===== config.mk =====
export PLATFORM = sky130hd
export DESIGN_NAME = dpsc_port_ctrl
export DESIGN_NICKNAME = d
export VERILOG_FILES = /design/src/dpsc_timer.v /design/src/dpsc_port_ctrl.v
export VERILOG_INCLUDE_DIRS = /design/src /design/src/src
export SDC_FILE = /design/constraint.sdc
export NUM_CORES = 1
export LEC_CHECK = 0
export ABC_AREA = 1
export BUFFER_PORTS_ARGS = -buffer_cell sky130_fd_sc_hd__clkbuf_2
export CORE_ASPECT_RATIO = 1.2
export CORE_MARGIN = 10
export CORE_UTILIZATION = 40
export DETAILED_ROUTE_END_ITERATION = 10
export PLACE_DENSITY_LB_ADDON = 0.3
export SETUP_SLACK_MARGIN = 0.3
export SLEW_MARGIN = 0
export SYNTH_ARGS = -nofsm -noshare
export SYNTH_HDL_FRONTEND = slang
export SYNTH_SLANG_ARGS = --single-unit

===== constraint.sdc =====
create_clock -name clk -period 1.6 [get_ports clk]
set_input_delay 0.32 -clock clk [delete_from_list [all_inputs] [get_ports clk]]
set_output_delay 0.32 -clock clk [all_outputs]
set_load 0.02 [all_outputs]

===== src/dpsc_consts.vh =====
`ifndef DPSC_CONSTS_VH
`define DPSC_CONSTS_VH
// Clock period in picoseconds
`define DPSC_CLK_PS 4000
// Device timing figures in ns
`define DPSC_T_RC_NS 25
`define DPSC_T_PWE_NS 20
`define DPSC_T_SD_NS 15
`define DPSC_T_HZWE_NS 15
`define DPSC_T_WH_NS 17
`define DPSC_T_BDD_NS 25
`define DPSC_T_SOP_NS 12
`define DPSC_T_SWRD_NS 5
`define DPSC_T_SAA_NS 25
`define DPSC_T_PS_NS 5
// Least times round up
`define DPSC_CYC_UP(ns) (((ns) * 1000 + `DPSC_CLK_PS - 1) / `DPSC_CLK_PS)
`define DPSC_AW 14
`define DPSC_DW 8
`define DPSC_SEM_AW 3
`define DPSC_CNT_W 4
`define DPSC_SEM_FREE 8'h01
`define DPSC_SEM_TAKE 8'h00
`endif


===== src/dpsc_timer.v =====
`include "dpsc_consts.vh"
module dpsc_timer (
  clk,
  resetn,
  load,
  load_val,
  done
);
  input wire clk;
  input wire resetn;
  input wire load;
  input wire [`DPSC_CNT_W-1:0] load_val;
  output wire done;
  reg [`DPSC_CNT_W-1:0] cnt_q;
  // Done depends on the count only, so loads never loop back into it
  assign done = (cnt_q == {`DPSC_CNT_W{1'b0}});
  always @(posedge clk or negedge resetn)
  begin
    if (!resetn)
      cnt_q <= {`DPSC_CNT_W{1'b0}};
    else if (load)
      cnt_q <= load_val;
    else if (cnt_q != {`DPSC_CNT_W{1'b0}})
      cnt_q <= cnt_q - 1'b1;
  end
endmodule


===== src/dpsc_port_ctrl.v =====
`include "dpsc_consts.vh"
module dpsc_port_ctrl (
  clk,
  resetn,
  req_valid,
  req_ready,
  req_write,
  req_flag,
  req_addr,
  req_wdata,
  rsp_valid,
  rsp_rdata,
  retain,
  mem_addr,
  mem_ce_n,
  flag_select_n,
  mem_rw_n,
  mem_oe_n,
  mem_dq_o,
  mem_dq_oe,
  mem_dq_i,
  mem_busy_n
);
  input wire clk;
  input wire resetn;
  input wire req_valid;
  output wire req_ready;
  input wire req_write;
  input wire req_flag;
  input wire [`DPSC_AW-1:0] req_addr;
  input wire [`DPSC_DW-1:0] req_wdata;
  output reg rsp_valid;
  output reg [`DPSC_DW-1:0] rsp_rdata;
  input wire retain;
  output reg [`DPSC_AW-1:0] mem_addr;
  output reg mem_ce_n;
  output reg flag_select_n;
  output reg mem_rw_n;
  output reg mem_oe_n;
  output reg [`DPSC_DW-1:0] mem_dq_o;
  output reg mem_dq_oe;
  input wire [`DPSC_DW-1:0] mem_dq_i;
  input wire mem_busy_n;

  localparam [2:0] S_PWRUP = 3'h0;
  localparam [2:0] S_IDLE = 3'h1;
  localparam [2:0] S_SETUP = 3'h2;
  localparam [2:0] S_WPULSE = 3'h3;
  localparam [2:0] S_RWAIT = 3'h4;
  localparam [2:0] S_REC = 3'h5;
  localparam [2:0] S_BUSY = 3'h6;

  // Rounded-up cycle count, cut to counter width
  function [`DPSC_CNT_W-1:0] cyc;
    input integer ns;
    integer t;
    begin
      t = `DPSC_CYC_UP(ns);
      cyc = t[`DPSC_CNT_W-1:0];
    end
  endfunction

  localparam [`DPSC_CNT_W-1:0] C_ONE = 4'h1;
  localparam [`DPSC_CNT_W-1:0] C_RD = cyc(`DPSC_T_RC_NS);
  localparam [`DPSC_CNT_W-1:0] C_RC = C_RD + C_ONE;
  localparam [`DPSC_CNT_W-1:0] C_WP = cyc(`DPSC_T_HZWE_NS + `DPSC_T_SD_NS);
  localparam [`DPSC_CNT_W-1:0] C_SOP = cyc(`DPSC_T_SOP_NS);
  localparam [`DPSC_CNT_W-1:0] C_SWRD = cyc(`DPSC_T_SWRD_NS);
  localparam [`DPSC_CNT_W-1:0] C_WH = cyc(`DPSC_T_WH_NS);
  localparam [`DPSC_CNT_W-1:0] C_BDD = cyc(`DPSC_T_BDD_NS);

  reg [2:0] state_q;
  reg [`DPSC_DW-1:0] dq_s1_q;
  reg [`DPSC_DW-1:0] dq_s2_q;
  reg busy_s1_q;
  reg busy_s2_q;
  reg busy_seen_q;
  reg flag_q;
  reg tload;
  reg [`DPSC_CNT_W-1:0] tval;
  wire tdone;

  dpsc_timer u_timer (
    .clk(clk),
    .resetn(resetn),
    .load(tload),
    .load_val(tval),
    .done(tdone)
  );

  // Largest of two cycle counts
  function [`DPSC_CNT_W-1:0] cmax;
    input [`DPSC_CNT_W-1:0] a;
    input [`DPSC_CNT_W-1:0] b;
    begin
      cmax = (a > b) ? a : b;
    end
  endfunction

  assign req_ready = (state_q == S_IDLE) && !retain;

  // Pin inputs pass two flip-flops
  always @(posedge clk or negedge resetn)
  begin
    if (!resetn)
    begin
      dq_s1_q <= {`DPSC_DW{1'b0}};
      dq_s2_q <= {`DPSC_DW{1'b0}};
      busy_s1_q <= 1'b1;
      busy_s2_q <= 1'b1;
    end
    else
    begin
      dq_s1_q <= mem_dq_i;
      dq_s2_q <= dq_s1_q;
      busy_s1_q <= mem_busy_n;
      busy_s2_q <= busy_s1_q;
    end
  end

  // Timer loads
  always @*
  begin
    tload = 1'b0;
    tval = C_ONE;
    case (state_q)
      S_PWRUP:
      begin
        tload = 1'b1;
        tval = C_RC;
      end
      S_IDLE:
        if (req_valid && !retain)
        begin
          tload = 1'b1;
          tval = C_ONE;
        end
      S_SETUP:
        if (tdone)
        begin
          tload = 1'b1;
          // Stretched pulse covers turn-off plus set-up
          if (busy_seen_q)
            tval = cmax(C_WP, C_SOP);
          else
            tval = C_RD;
        end
      S_WPULSE:
        if (!busy_s2_q)
        begin
          tload = 1'b1;
          tval = C_WH;
        end
        else if (tdone)
        begin
          tload = 1'b1;
          tval = flag_q ? C_SWRD : C_ONE;
        end
      S_RWAIT:
        if (!busy_s2_q)
        begin
          tload = 1'b1;
          tval = C_BDD;
        end
        else if (tdone)
        begin
          tload = 1'b1;
          tval = C_ONE;
        end
      S_BUSY:
        if (!busy_s2_q)
        begin
          tload = 1'b1;
          tval = mem_rw_n ? C_BDD : C_WH;
        end
      default:
        tload = 1'b0;
    endcase
  end

  always @(posedge clk or negedge resetn)
  begin
    if (!resetn)
    begin
      state_q <= S_PWRUP;
      mem_addr <= {`DPSC_AW{1'b0}};
      mem_ce_n <= 1'b1;
      flag_select_n <= 1'b1;
      mem_rw_n <= 1'b1;
      mem_oe_n <= 1'b1;
      mem_dq_o <= {`DPSC_DW{1'b0}};
      mem_dq_oe <= 1'b0;
      rsp_valid <= 1'b0;
      rsp_rdata <= {`DPSC_DW{1'b0}};
      busy_seen_q <= 1'b0;
      flag_q <= 1'b0;
    end
    else
    begin
      rsp_valid <= 1'b0;
      case (state_q)
        S_PWRUP:
          state_q <= S_REC;
        S_IDLE:
          if (req_valid && !retain)
          begin
            // Address moves only while strobe is high
            mem_addr <= req_addr;
            mem_rw_n <= 1'b1;
            flag_q <= req_flag;
            mem_dq_o <= req_wdata;
            if (req_flag)
            begin
              mem_addr <= {{(`DPSC_AW-`DPSC_SEM_AW){1'b0}},
                req_addr[`DPSC_SEM_AW-1:0]};
              mem_ce_n <= 1'b1;
              flag_select_n <= 1'b0;
            end
            else
            begin
              mem_ce_n <= 1'b0;
              flag_select_n <= 1'b1;
            end
            mem_oe_n <= req_write;
            state_q <= S_SETUP;
            busy_seen_q <= req_write;
          end
        S_SETUP:
          if (tdone)
          begin
            if (busy_seen_q)
            begin
              // Select already low, strobe falls after it
              mem_rw_n <= 1'b0;
              mem_dq_oe <= 1'b1;
              mem_oe_n <= 1'b1;
              state_q <= S_WPULSE;
            end
            else
              state_q <= S_RWAIT;
          end
        S_WPULSE:
          if (!busy_s2_q)
            state_q <= S_BUSY;
          else if (tdone)
          begin
            // Both strobes rise together; data held through edge
            mem_rw_n <= 1'b1;
            mem_ce_n <= 1'b1;
            flag_select_n <= 1'b1;
            state_q <= S_REC;
          end
        S_RWAIT:
          if (!busy_s2_q)
          begin
            busy_seen_q <= 1'b1;
            state_q <= S_BUSY;
          end
          else if (tdone)
          begin
            rsp_rdata <= dq_s2_q;
            rsp_valid <= 1'b1;
            mem_ce_n <= 1'b1;
            flag_select_n <= 1'b1;
            mem_oe_n <= 1'b1;
            state_q <= S_REC;
          end
        S_BUSY:
          if (busy_s2_q)
          begin
            // Waiting for tdone after busy clears
            if (tdone)
            begin
              if (mem_rw_n)
              begin
                rsp_rdata <= dq_s2_q;
                rsp_valid <= 1'b1;
                mem_oe_n <= 1'b1;
              end
              mem_rw_n <= 1'b1;
              mem_ce_n <= 1'b1;
              flag_select_n <= 1'b1;
              state_q <= S_REC;
            end
          end
        S_REC:
          if (tdone)
          begin
            mem_dq_oe <= 1'b0;
            state_q <= S_IDLE;
          end
        default:
          state_q <= S_IDLE;
      endcase
    end
  end
endmodule


==> metrics.md, run 1 <==
| Metric | Value |
|---|---|
| Fin crit period | `1.53 ns` |
| Clock power frac | `0.159` |
| Inserted Clock Buffers | `9` |
| Post-Syn Nets | `roughly 320` |
| Final Max Slew Viols | `0` |
| Critical path class | `flop to flop` |
| Clock sinks | `63` |
| Synth Instances | `279` |
| Wirelength per Cell | `15.9 um` |
| Die footprint | `10300 um2` |
| Post-synth EDFFs | `0` |
| Post-synth ARST share | `1.00` |
| Number of core rows | `32` |
| H-tree depth | `3` |
| Largest cells by area after synthesis | `dfrtp_1, nand2_1, dfstp_2` |
| Global-route usage over all layers | `0.139` |
| P_sw | `about 3.6 mW` |
| Layout net count | `443` |
| Skew final | `0.00630 ns` |
| Critical path capture point type | `flop` |
| Die H | `109 um` |
| Layout cells sized above 1 | `0.554` |
| Total negative setup slack | `0 ns` |
| Max incr delay on CP | `0.47 ns` |
| Ys Warns | `0` |
| Cell Area, Synth | `2660 um2` |
| Max FO, Critical Path | `5` |
| TritonCTS clock tree | `done` |
| CP startpoint kind | `flop` |
| Final setup margin | `around 0.066 ns` |
| Vias per inst | `4.93` |
| IO Pins | `74` |
| Net Sw Frac | `0.431` |
| Fmax | `between 600 and 700 MHz` |
| Core area | `between 6000 and 7000 um2` |
| Sequential group share of total power | `0.302` |
| Slowest-stage cell, CP | `dfrtp_2` |
| Antenna viol nets, final | `0` |
| Logic pwr share | `0.539` |
| Top cell type's share of synthesized area | `0.536` |
| Leakage | `2.17 nW` |
| Register area share after synthesis | `0.596` |
| Vias in the first global route | `2428` |
| Syn-to-layout area delta | `56.6%` |
| Routed vias | `about 2400` |
| Largest net degree at the start of global routing | `64` |
| CTS clk-pin slew, worst paths | `0.07 ns` |
| Worst EP required | `1.84 ns` |
| Biggest area consumer among synthesized cells | `dfrtp_1` |
| Synth Register Bits | `63` |
| DPL Wire Length | `4.58 mm` |
| Chip width | `94.4 um` |
| Worst path cell trace | `buf_4 > nand3_4 > nand2_4 > a21oi_4 > nand4_1 > nand2_1 > inv_1` |
| Final setup fails | `0` |
| Antenna cell count | `0` |
| Placed Cells incl. Taps | `between 400 and 500` |
| Dominant synthesized flop cell | `dfrtp_1` |
| Arrival @ worst endpoint | `roughly 1.8 ns` |
| Avg Inst Size Synth | `9.53 um2` |
| Total of max-cap violations | `0` |
| First-pass GRT wire length | `11.3 mm` |
| Maximum vdd drop | `~1100 uV` |
| Layout Cells excl Fill | `495` |
| Grt total ovfl | `0` |
| Port Buffer Count | `73` |
| Fin. Hold Viols | `0` |
| RSZ-0062 raised after global routing | `yes` |
| Setup WS pre-CTS | `0.0695 ns` |
| Worst-skew pair later-pin latency | `0.35 ns` |
| Root Driver | `clkbuf_8` |
| Final Wtd Congestion | `between 0.8 and 0.9` |
| Pint | `between 4 and 5 mW` |
| WL final | `7.89 mm` |
| Distinct cells, synth | `31` |
| DRT iter0 DRCs | `179` |
| Crit share post-route | `0.959` |
| DRT Pass-1 Iters | `4` |
| Starting density of the core | `0.412` |
| Final core utilization | `0.646` |
| Clock Path Buffers | `2` |
| Drc violations | `0` |
| Initial antenna violation count | `0` |
| Status | `finished, final reports clean` |
| Power Density | `2020 nW/um2` |
| Slew of the pin with the lowest slew margin | `0.359 ns` |
| Synth top cells by count | `nand2_1, dfrtp_1, inv_1` |
| Worst rel slew slack | `0.761` |
| Worst min path class | `input pin to flop` |
| Cell with the most instances after synthesis | `nand2_1` |
-- path summary, 6_finish.rpt --
kind | start | to | slack, ns | depth (start not counted)
max | state_q[0] | u_timer.cnt_q[1] | 0.07 | 7
min | mem_busy_n | busy_s1_q | 0.06 | 1
max reg2reg | state_q[0] | u_timer.cnt_q[1] | 0.07 | 7
min reg2reg | dq_s1_q[7] | dq_s2_q[7] | 0.35 | 0
max in group asynchronous | resetn | mem_rw_n | 0.75 | 3
min in group asynchronous | resetn | mem_addr[11] | 0.52 | 3
-- state kept, by name (all words and copies together) (netlist names) --
register / count
mem_dq_o: 8
state_q: 3
rsp_valid: 1
u_timer.cnt_q: 4
mem_oe_n: 1
dq_s1_q: 8
busy_s2_q: 1
mem_rw_n: 1
busy_seen_q: 1
mem_ce_n: 1
flag_select_n: 1
busy_s1_q: 1
mem_addr: 14
mem_dq_oe: 1
rsp_rdata: 8
flag_q: 1
dq_s2_q: 8
-- metal layers --
layer	up-vias	wire (um)	global-route usage	share of wire
met5	-	0	0	0
met4	0	304	0.0609	0.039
met3	32	575	0.0593	0.073
met2	99	4020	0.225	0.51
met1	1157	2990	0.157	0.38
li1	1151	-	-	-
-- per-stage QoR --
stage | power (mW) | instance area, um2 | hold slack, ns
2_1_floorplan | 4.60 | 2700 | 0.0244
3_3_place_gp | 5.43 | 3180 | 0.331
3_5_place_dp | 5.45 | 3180 | 0.335
4_1_cts | 7.57 | 3800 | 0.0542
5_1_grt | 8.94 | 4160 | 0.0507
6_report | 8.43 | 4160 | 0.0606
-- layout make-up --
class / instances / area (um2)
fill: 470 / 2280
sequential: 63 / 1590
multi-input combinational: 182 / 1210
timing repair buffer: 120 / 906
inverter: 27 / 144
clock buffer: 10 / 128
tap: 85 / 106
clock inverter: 6 / 61.3
timing repair inverter: 2 / 21.3
-- timing repair --
action                                 CTS  global route
setup buffers                           25            14
hold buffers                             1             0
endpoints found under the hold margin    2             0
resized for setup                       54            84
pin swaps                               11            26
cloned                                   1             1
setup endpoints to repair               48            49
-- kinds of logic (layout without fill, tap and decap cells) --
family          after synthesis  in the layout  share of synthesized area
compound gates               35             35                     0.0871
flops                        63             63                      0.596
simple gates                143            143                      0.240
xor+xnor                      2              2                    0.00659
mux                           1              1                    0.00376
buf+inv                      34            165                     0.0616
fa+ha+maj                     1              1                    0.00471
-- power groups by stage --
stage | Sequential (mW) | Combinational [mW] | Clock, mW
after detailed placement | 2.50 | 2.95 | 0
after floorplan | 2.84 | 1.76 | 0
after global routing | 2.60 | 4.90 | 1.44
after global placement | 2.50 | 2.92 | 0
final | 2.54 | 4.54 | 1.34
after CTS | 2.49 | 3.72 | 1.37
-- critical path: cells and delay by family, from the launching register on --
kind	cells	cell delay [ns]
DFF	1	0.47
and+or+nand+nor	4	0.46
AOI/OAI and AO/OA	1	0.26
buffers and inverters	2	0.23
-- placed cells by master, fill, tap and decap left out, types with 9 or more instances in the layout --
| cell | n |
|---|---|
| a22o_1 | 11 |
| buf_4 | 26 |
| buf_6 | 12 |
| clkbuf_2 | 68 |
| clkbuf_8 | 9 |
| dfrtp_1 | 54 |
| inv_1 | 13 |
| nand2_1 | 62 |
| nand2_2 | 29 |
| nand3_1 | 9 |
| nor2_1 | 10 |
| nor2_4 | 9 |
No activity file was read; power rests on OpenSTA's default activity.
==> inputs of run 2 (changes only) <==
SETUP_SLACK_MARGIN = default   (was 0.3)
==> run 2 against run 1 <==
Compared with the run above: maximum frequency shrank 1.3%; register-to-register slack improved by 0.03 ns; count of clock-buffer cells in the layout shrank 1; design area fell by 17%; combinational power decreased by 31%; utilization decreased by 11 points; setup slack got worse by 0.020 ns; total power shrank 18%; critical path type is now flop to primary output.
==> metrics.md, run 2 (same netlist as run 1, synthesis figures left out) <==
| Metric | Value |
|---|---|
| First-pass GRT wire length | `10.4 mm (was 11.3 mm)` |
| Fmax | `643 MHz (was 652 MHz)` |
| Number of fill cells | `594 (was 470)` |
| Maximum vdd drop | `1100 uV (was 1130 uV)` |
| Chip width | `94.4 um (unchanged)` |
| CTS clk-pin slew, worst paths | `0.07 ns (about the same)` |
| Leakage | `1.91 nW (was 2.17 nW)` |
| Root Driver | `clkbuf_8 (unchanged)` |
| Worst min path class | `input pin to flop (unchanged)` |
| Drc violations | `0 (unchanged)` |
| Hold EP | `busy_s1_q (unchanged)` |
| TritonCTS clock tree | `done (unchanged)` |
| Final Max Slew Viols | `0 (unchanged)` |
| Status | `finished, final reports clean (unchanged)` |
| Power Density | `2010 nW/um2 (was 2020 nW/um2)` |
| DRT iter0 DRCs | `152 (was 179)` |
| Max FO, Critical Path | `5 (unchanged)` |
| Slowest-stage cell, CP | `dfrtp_1 (was dfrtp_2)` |
| Fin crit period | `1.55 ns (was 1.53 ns)` |
| Critical path class | `flop to primary output (was flop to flop)` |
| DRT Pass-1 Iters | `4 (unchanged)` |
| Skew final | `0.00411 ns (was 0.00630 ns)` |
| WL met3 | `442 um (was 575 um)` |
| Final setup fails | `0 (unchanged)` |
| Number of core rows | `32 (unchanged)` |
| Vias per inst | `4.66 (was 4.93)` |
| Met1 Wirelength | `2.54 mm (was 2.99 mm)` |
| DPL Wire Length | `4.76 mm (was 4.58 mm)` |
| Total of max-cap violations | `0 (unchanged)` |
| Top Metal Used | `met4 (unchanged)` |
| Global-route usage over all layers | `0.127 (was 0.139)` |
| Layout net count | `413 (was 443)` |
| Hold Startpoint | `mem_busy_n (unchanged)` |
| Arrival @ worst endpoint | `1.23 ns (was 1.77 ns)` |
| Routed vias | `2167 (was 2439)` |
| Setup WS pre-CTS | `-0.00354 ns (was 0.0695 ns)` |
| Antenna cell count | `0 (unchanged)` |
| Max reg flops | `14 (unchanged)` |
| Max incr delay on CP | `0.42 ns (was 0.47 ns)` |
| Design area | `3460 um2 (was 4160 um2)` |
| Layout cells sized above 1 | `0.371 (was 0.554)` |
| H-tree depth | `3 (unchanged)` |
| Clock Path Buffers | `2 (unchanged)` |
| WL met2 | `3.25 mm (was 4.02 mm)` |
| Placed inst area | `3170 um2 (was 3180 um2)` |
| IO Pins | `74 (unchanged)` |
| Antenna viol nets, final | `0 (unchanged)` |
| Commonest non-fill, non-tap cells in the layout | `nand2_1, clkbuf_2, dfrtp_1 (was clkbuf_2, nand2_1, dfrtp_1)` |
| Die footprint | `10300 um2 (unchanged)` |
| FF-to-FF setup slack | `0.10 ns (was 0.07 ns)` |
| Largest Register | `mem_addr (unchanged)` |
| Final setup margin | `0.0457 ns (was 0.0656 ns)` |
| Critical path capture point type | `primary output (was flop)` |
| WL final | `6.30 mm (was 7.89 mm)` |
| Crit path buffers/inverters | `2 (unchanged)` |
| Reg-to-Reg End | `state_q[0] (was u_timer.cnt_q[1])` |
| RR Startpoint | `state_q[0] (unchanged)` |
| Worst path cell trace | `clkinv_4 > nand3_4 > nor2_2 > buf_4 (was buf_4 > nand3_4 > nand2_4 > a21oi_4 > nand4_1 > nand2_1 > inv_1)` |
| Min Hold Slack | `0.0599 ns (was 0.0606 ns)` |
| Initial antenna violation count | `0 (unchanged)` |
| Final Wtd Congestion | `0.961 (was 0.883)` |
| Crit share post-route | `0.971 (was 0.959)` |
| Starting density of the core | `0.412 (unchanged)` |
| Largest net degree at the start of global routing | `25 (was 64)` |
| Port Buffer Count | `73 (unchanged)` |
| Worst Hold Path Cells | `1 (unchanged)` |
| Worst-skew pair later-pin latency | `0.34 ns (was 0.35 ns)` |
| Slew of the pin with the lowest slew margin | `0.427 ns (was 0.359 ns)` |
| Syn-to-layout area delta | `30.3% (was 56.6%)` |
| CP top delay family | `flip-flops (unchanged)` |
| Total negative setup slack | `0 ns (unchanged)` |
| Cells on worst reg2reg path | `8 (was 7)` |
| Fin. Hold Viols | `0 (unchanged)` |
| Worst rel slew slack | `0.716 (was 0.761)` |
| Vias in the first global route | `2192 (was 2428)` |
| Inserted Clock Buffers | `9 (unchanged)` |
| Core area | `6450 um2 (unchanged)` |
| Grt total ovfl | `0 (unchanged)` |
| Die H | `109 um (unchanged)` |
| Most common cell after layout, fill and taps aside | `nand2_1 (was clkbuf_2)` |
| Final core utilization | `0.537 (was 0.646)` |
| Wirelength per Cell | `13.6 um (was 15.9 um)` |
| CP startpoint kind | `flop (unchanged)` |
| Worst EP required | `1.28 ns (was 1.84 ns)` |
| Clock sinks | `63 (unchanged)` |
-- run 2: changes by cell type in the layout (fill, tap and decap cells not counted), moves of 8 or more --
| cell | before | now |
|---|---|---|
| nand2_1 | 62 | 95 |
| nand2_2 | 29 | 4 |
| buf_6 | 12 | 0 |
| buf_4 | 26 | 18 |
-- run 2: per-stage QoR --
stage	total power, mW	std cells
detailed placement	5.39	441
CTS	6.86	461
finish	6.95	465
global route	7.52	465
floorplan	4.48	279
global placement	5.35	441
-- run 2: per-layer routing --
layer	vias up	track usage
met5	-	0
met4	0	0.0522
met3	8	0.0464
met2	71	0.213
met1	1003	0.143
li1	1085	-
-- run 2: how the worst max path moves through the flow --
| stage | from | endpoint | slack, ns | depth (start not counted) |
|---|---|---|---|---|
| 6_report | state_q[2] | req_ready | 0.05 | 4 |
| 2_1_floorplan | u_timer.cnt_q[0] | u_timer.cnt_q[1] | 0.14 | 9 |
| 4_1_cts | state_q[2] | req_ready | 0.004 | 4 |
| 3_3_place_gp | state_q[0] | mem_addr[8] | 0.06 | 5 |
| 3_5_place_dp | state_q[0] | mem_addr[7] | -0.004 | 5 |
| 5_1_grt | u_timer.cnt_q[0] | state_q[0] | -0.004 | 9 |
-- run 2: report_power, final --
group	internal [mW]	switching (mW)	total, mW
registers	2.14	0.292	2.43
clock network	0.721	0.649	1.37
logic	1.18	1.97	3.15
-- run 2: final cells by class --
cell class              instances  area [um2]  share of cell area
clock inverters                 7        72.6              0.0209
well taps                      85         106              0.0307
flip-flops and latches         63        1590               0.458
clock buffers                   9         124              0.0358
repair buffers                 92         526               0.152
inverters                      27         111              0.0321
multi-input cells             182         938               0.271
-- run 2: what timing repair did --
action	CTS	global route
hold endpoints to repair	14	0
hold buffers	1	0
resized for setup	4	12
buffers inserted	3	4
pin swaps	0	4
endpoints found under the setup margin	12	18
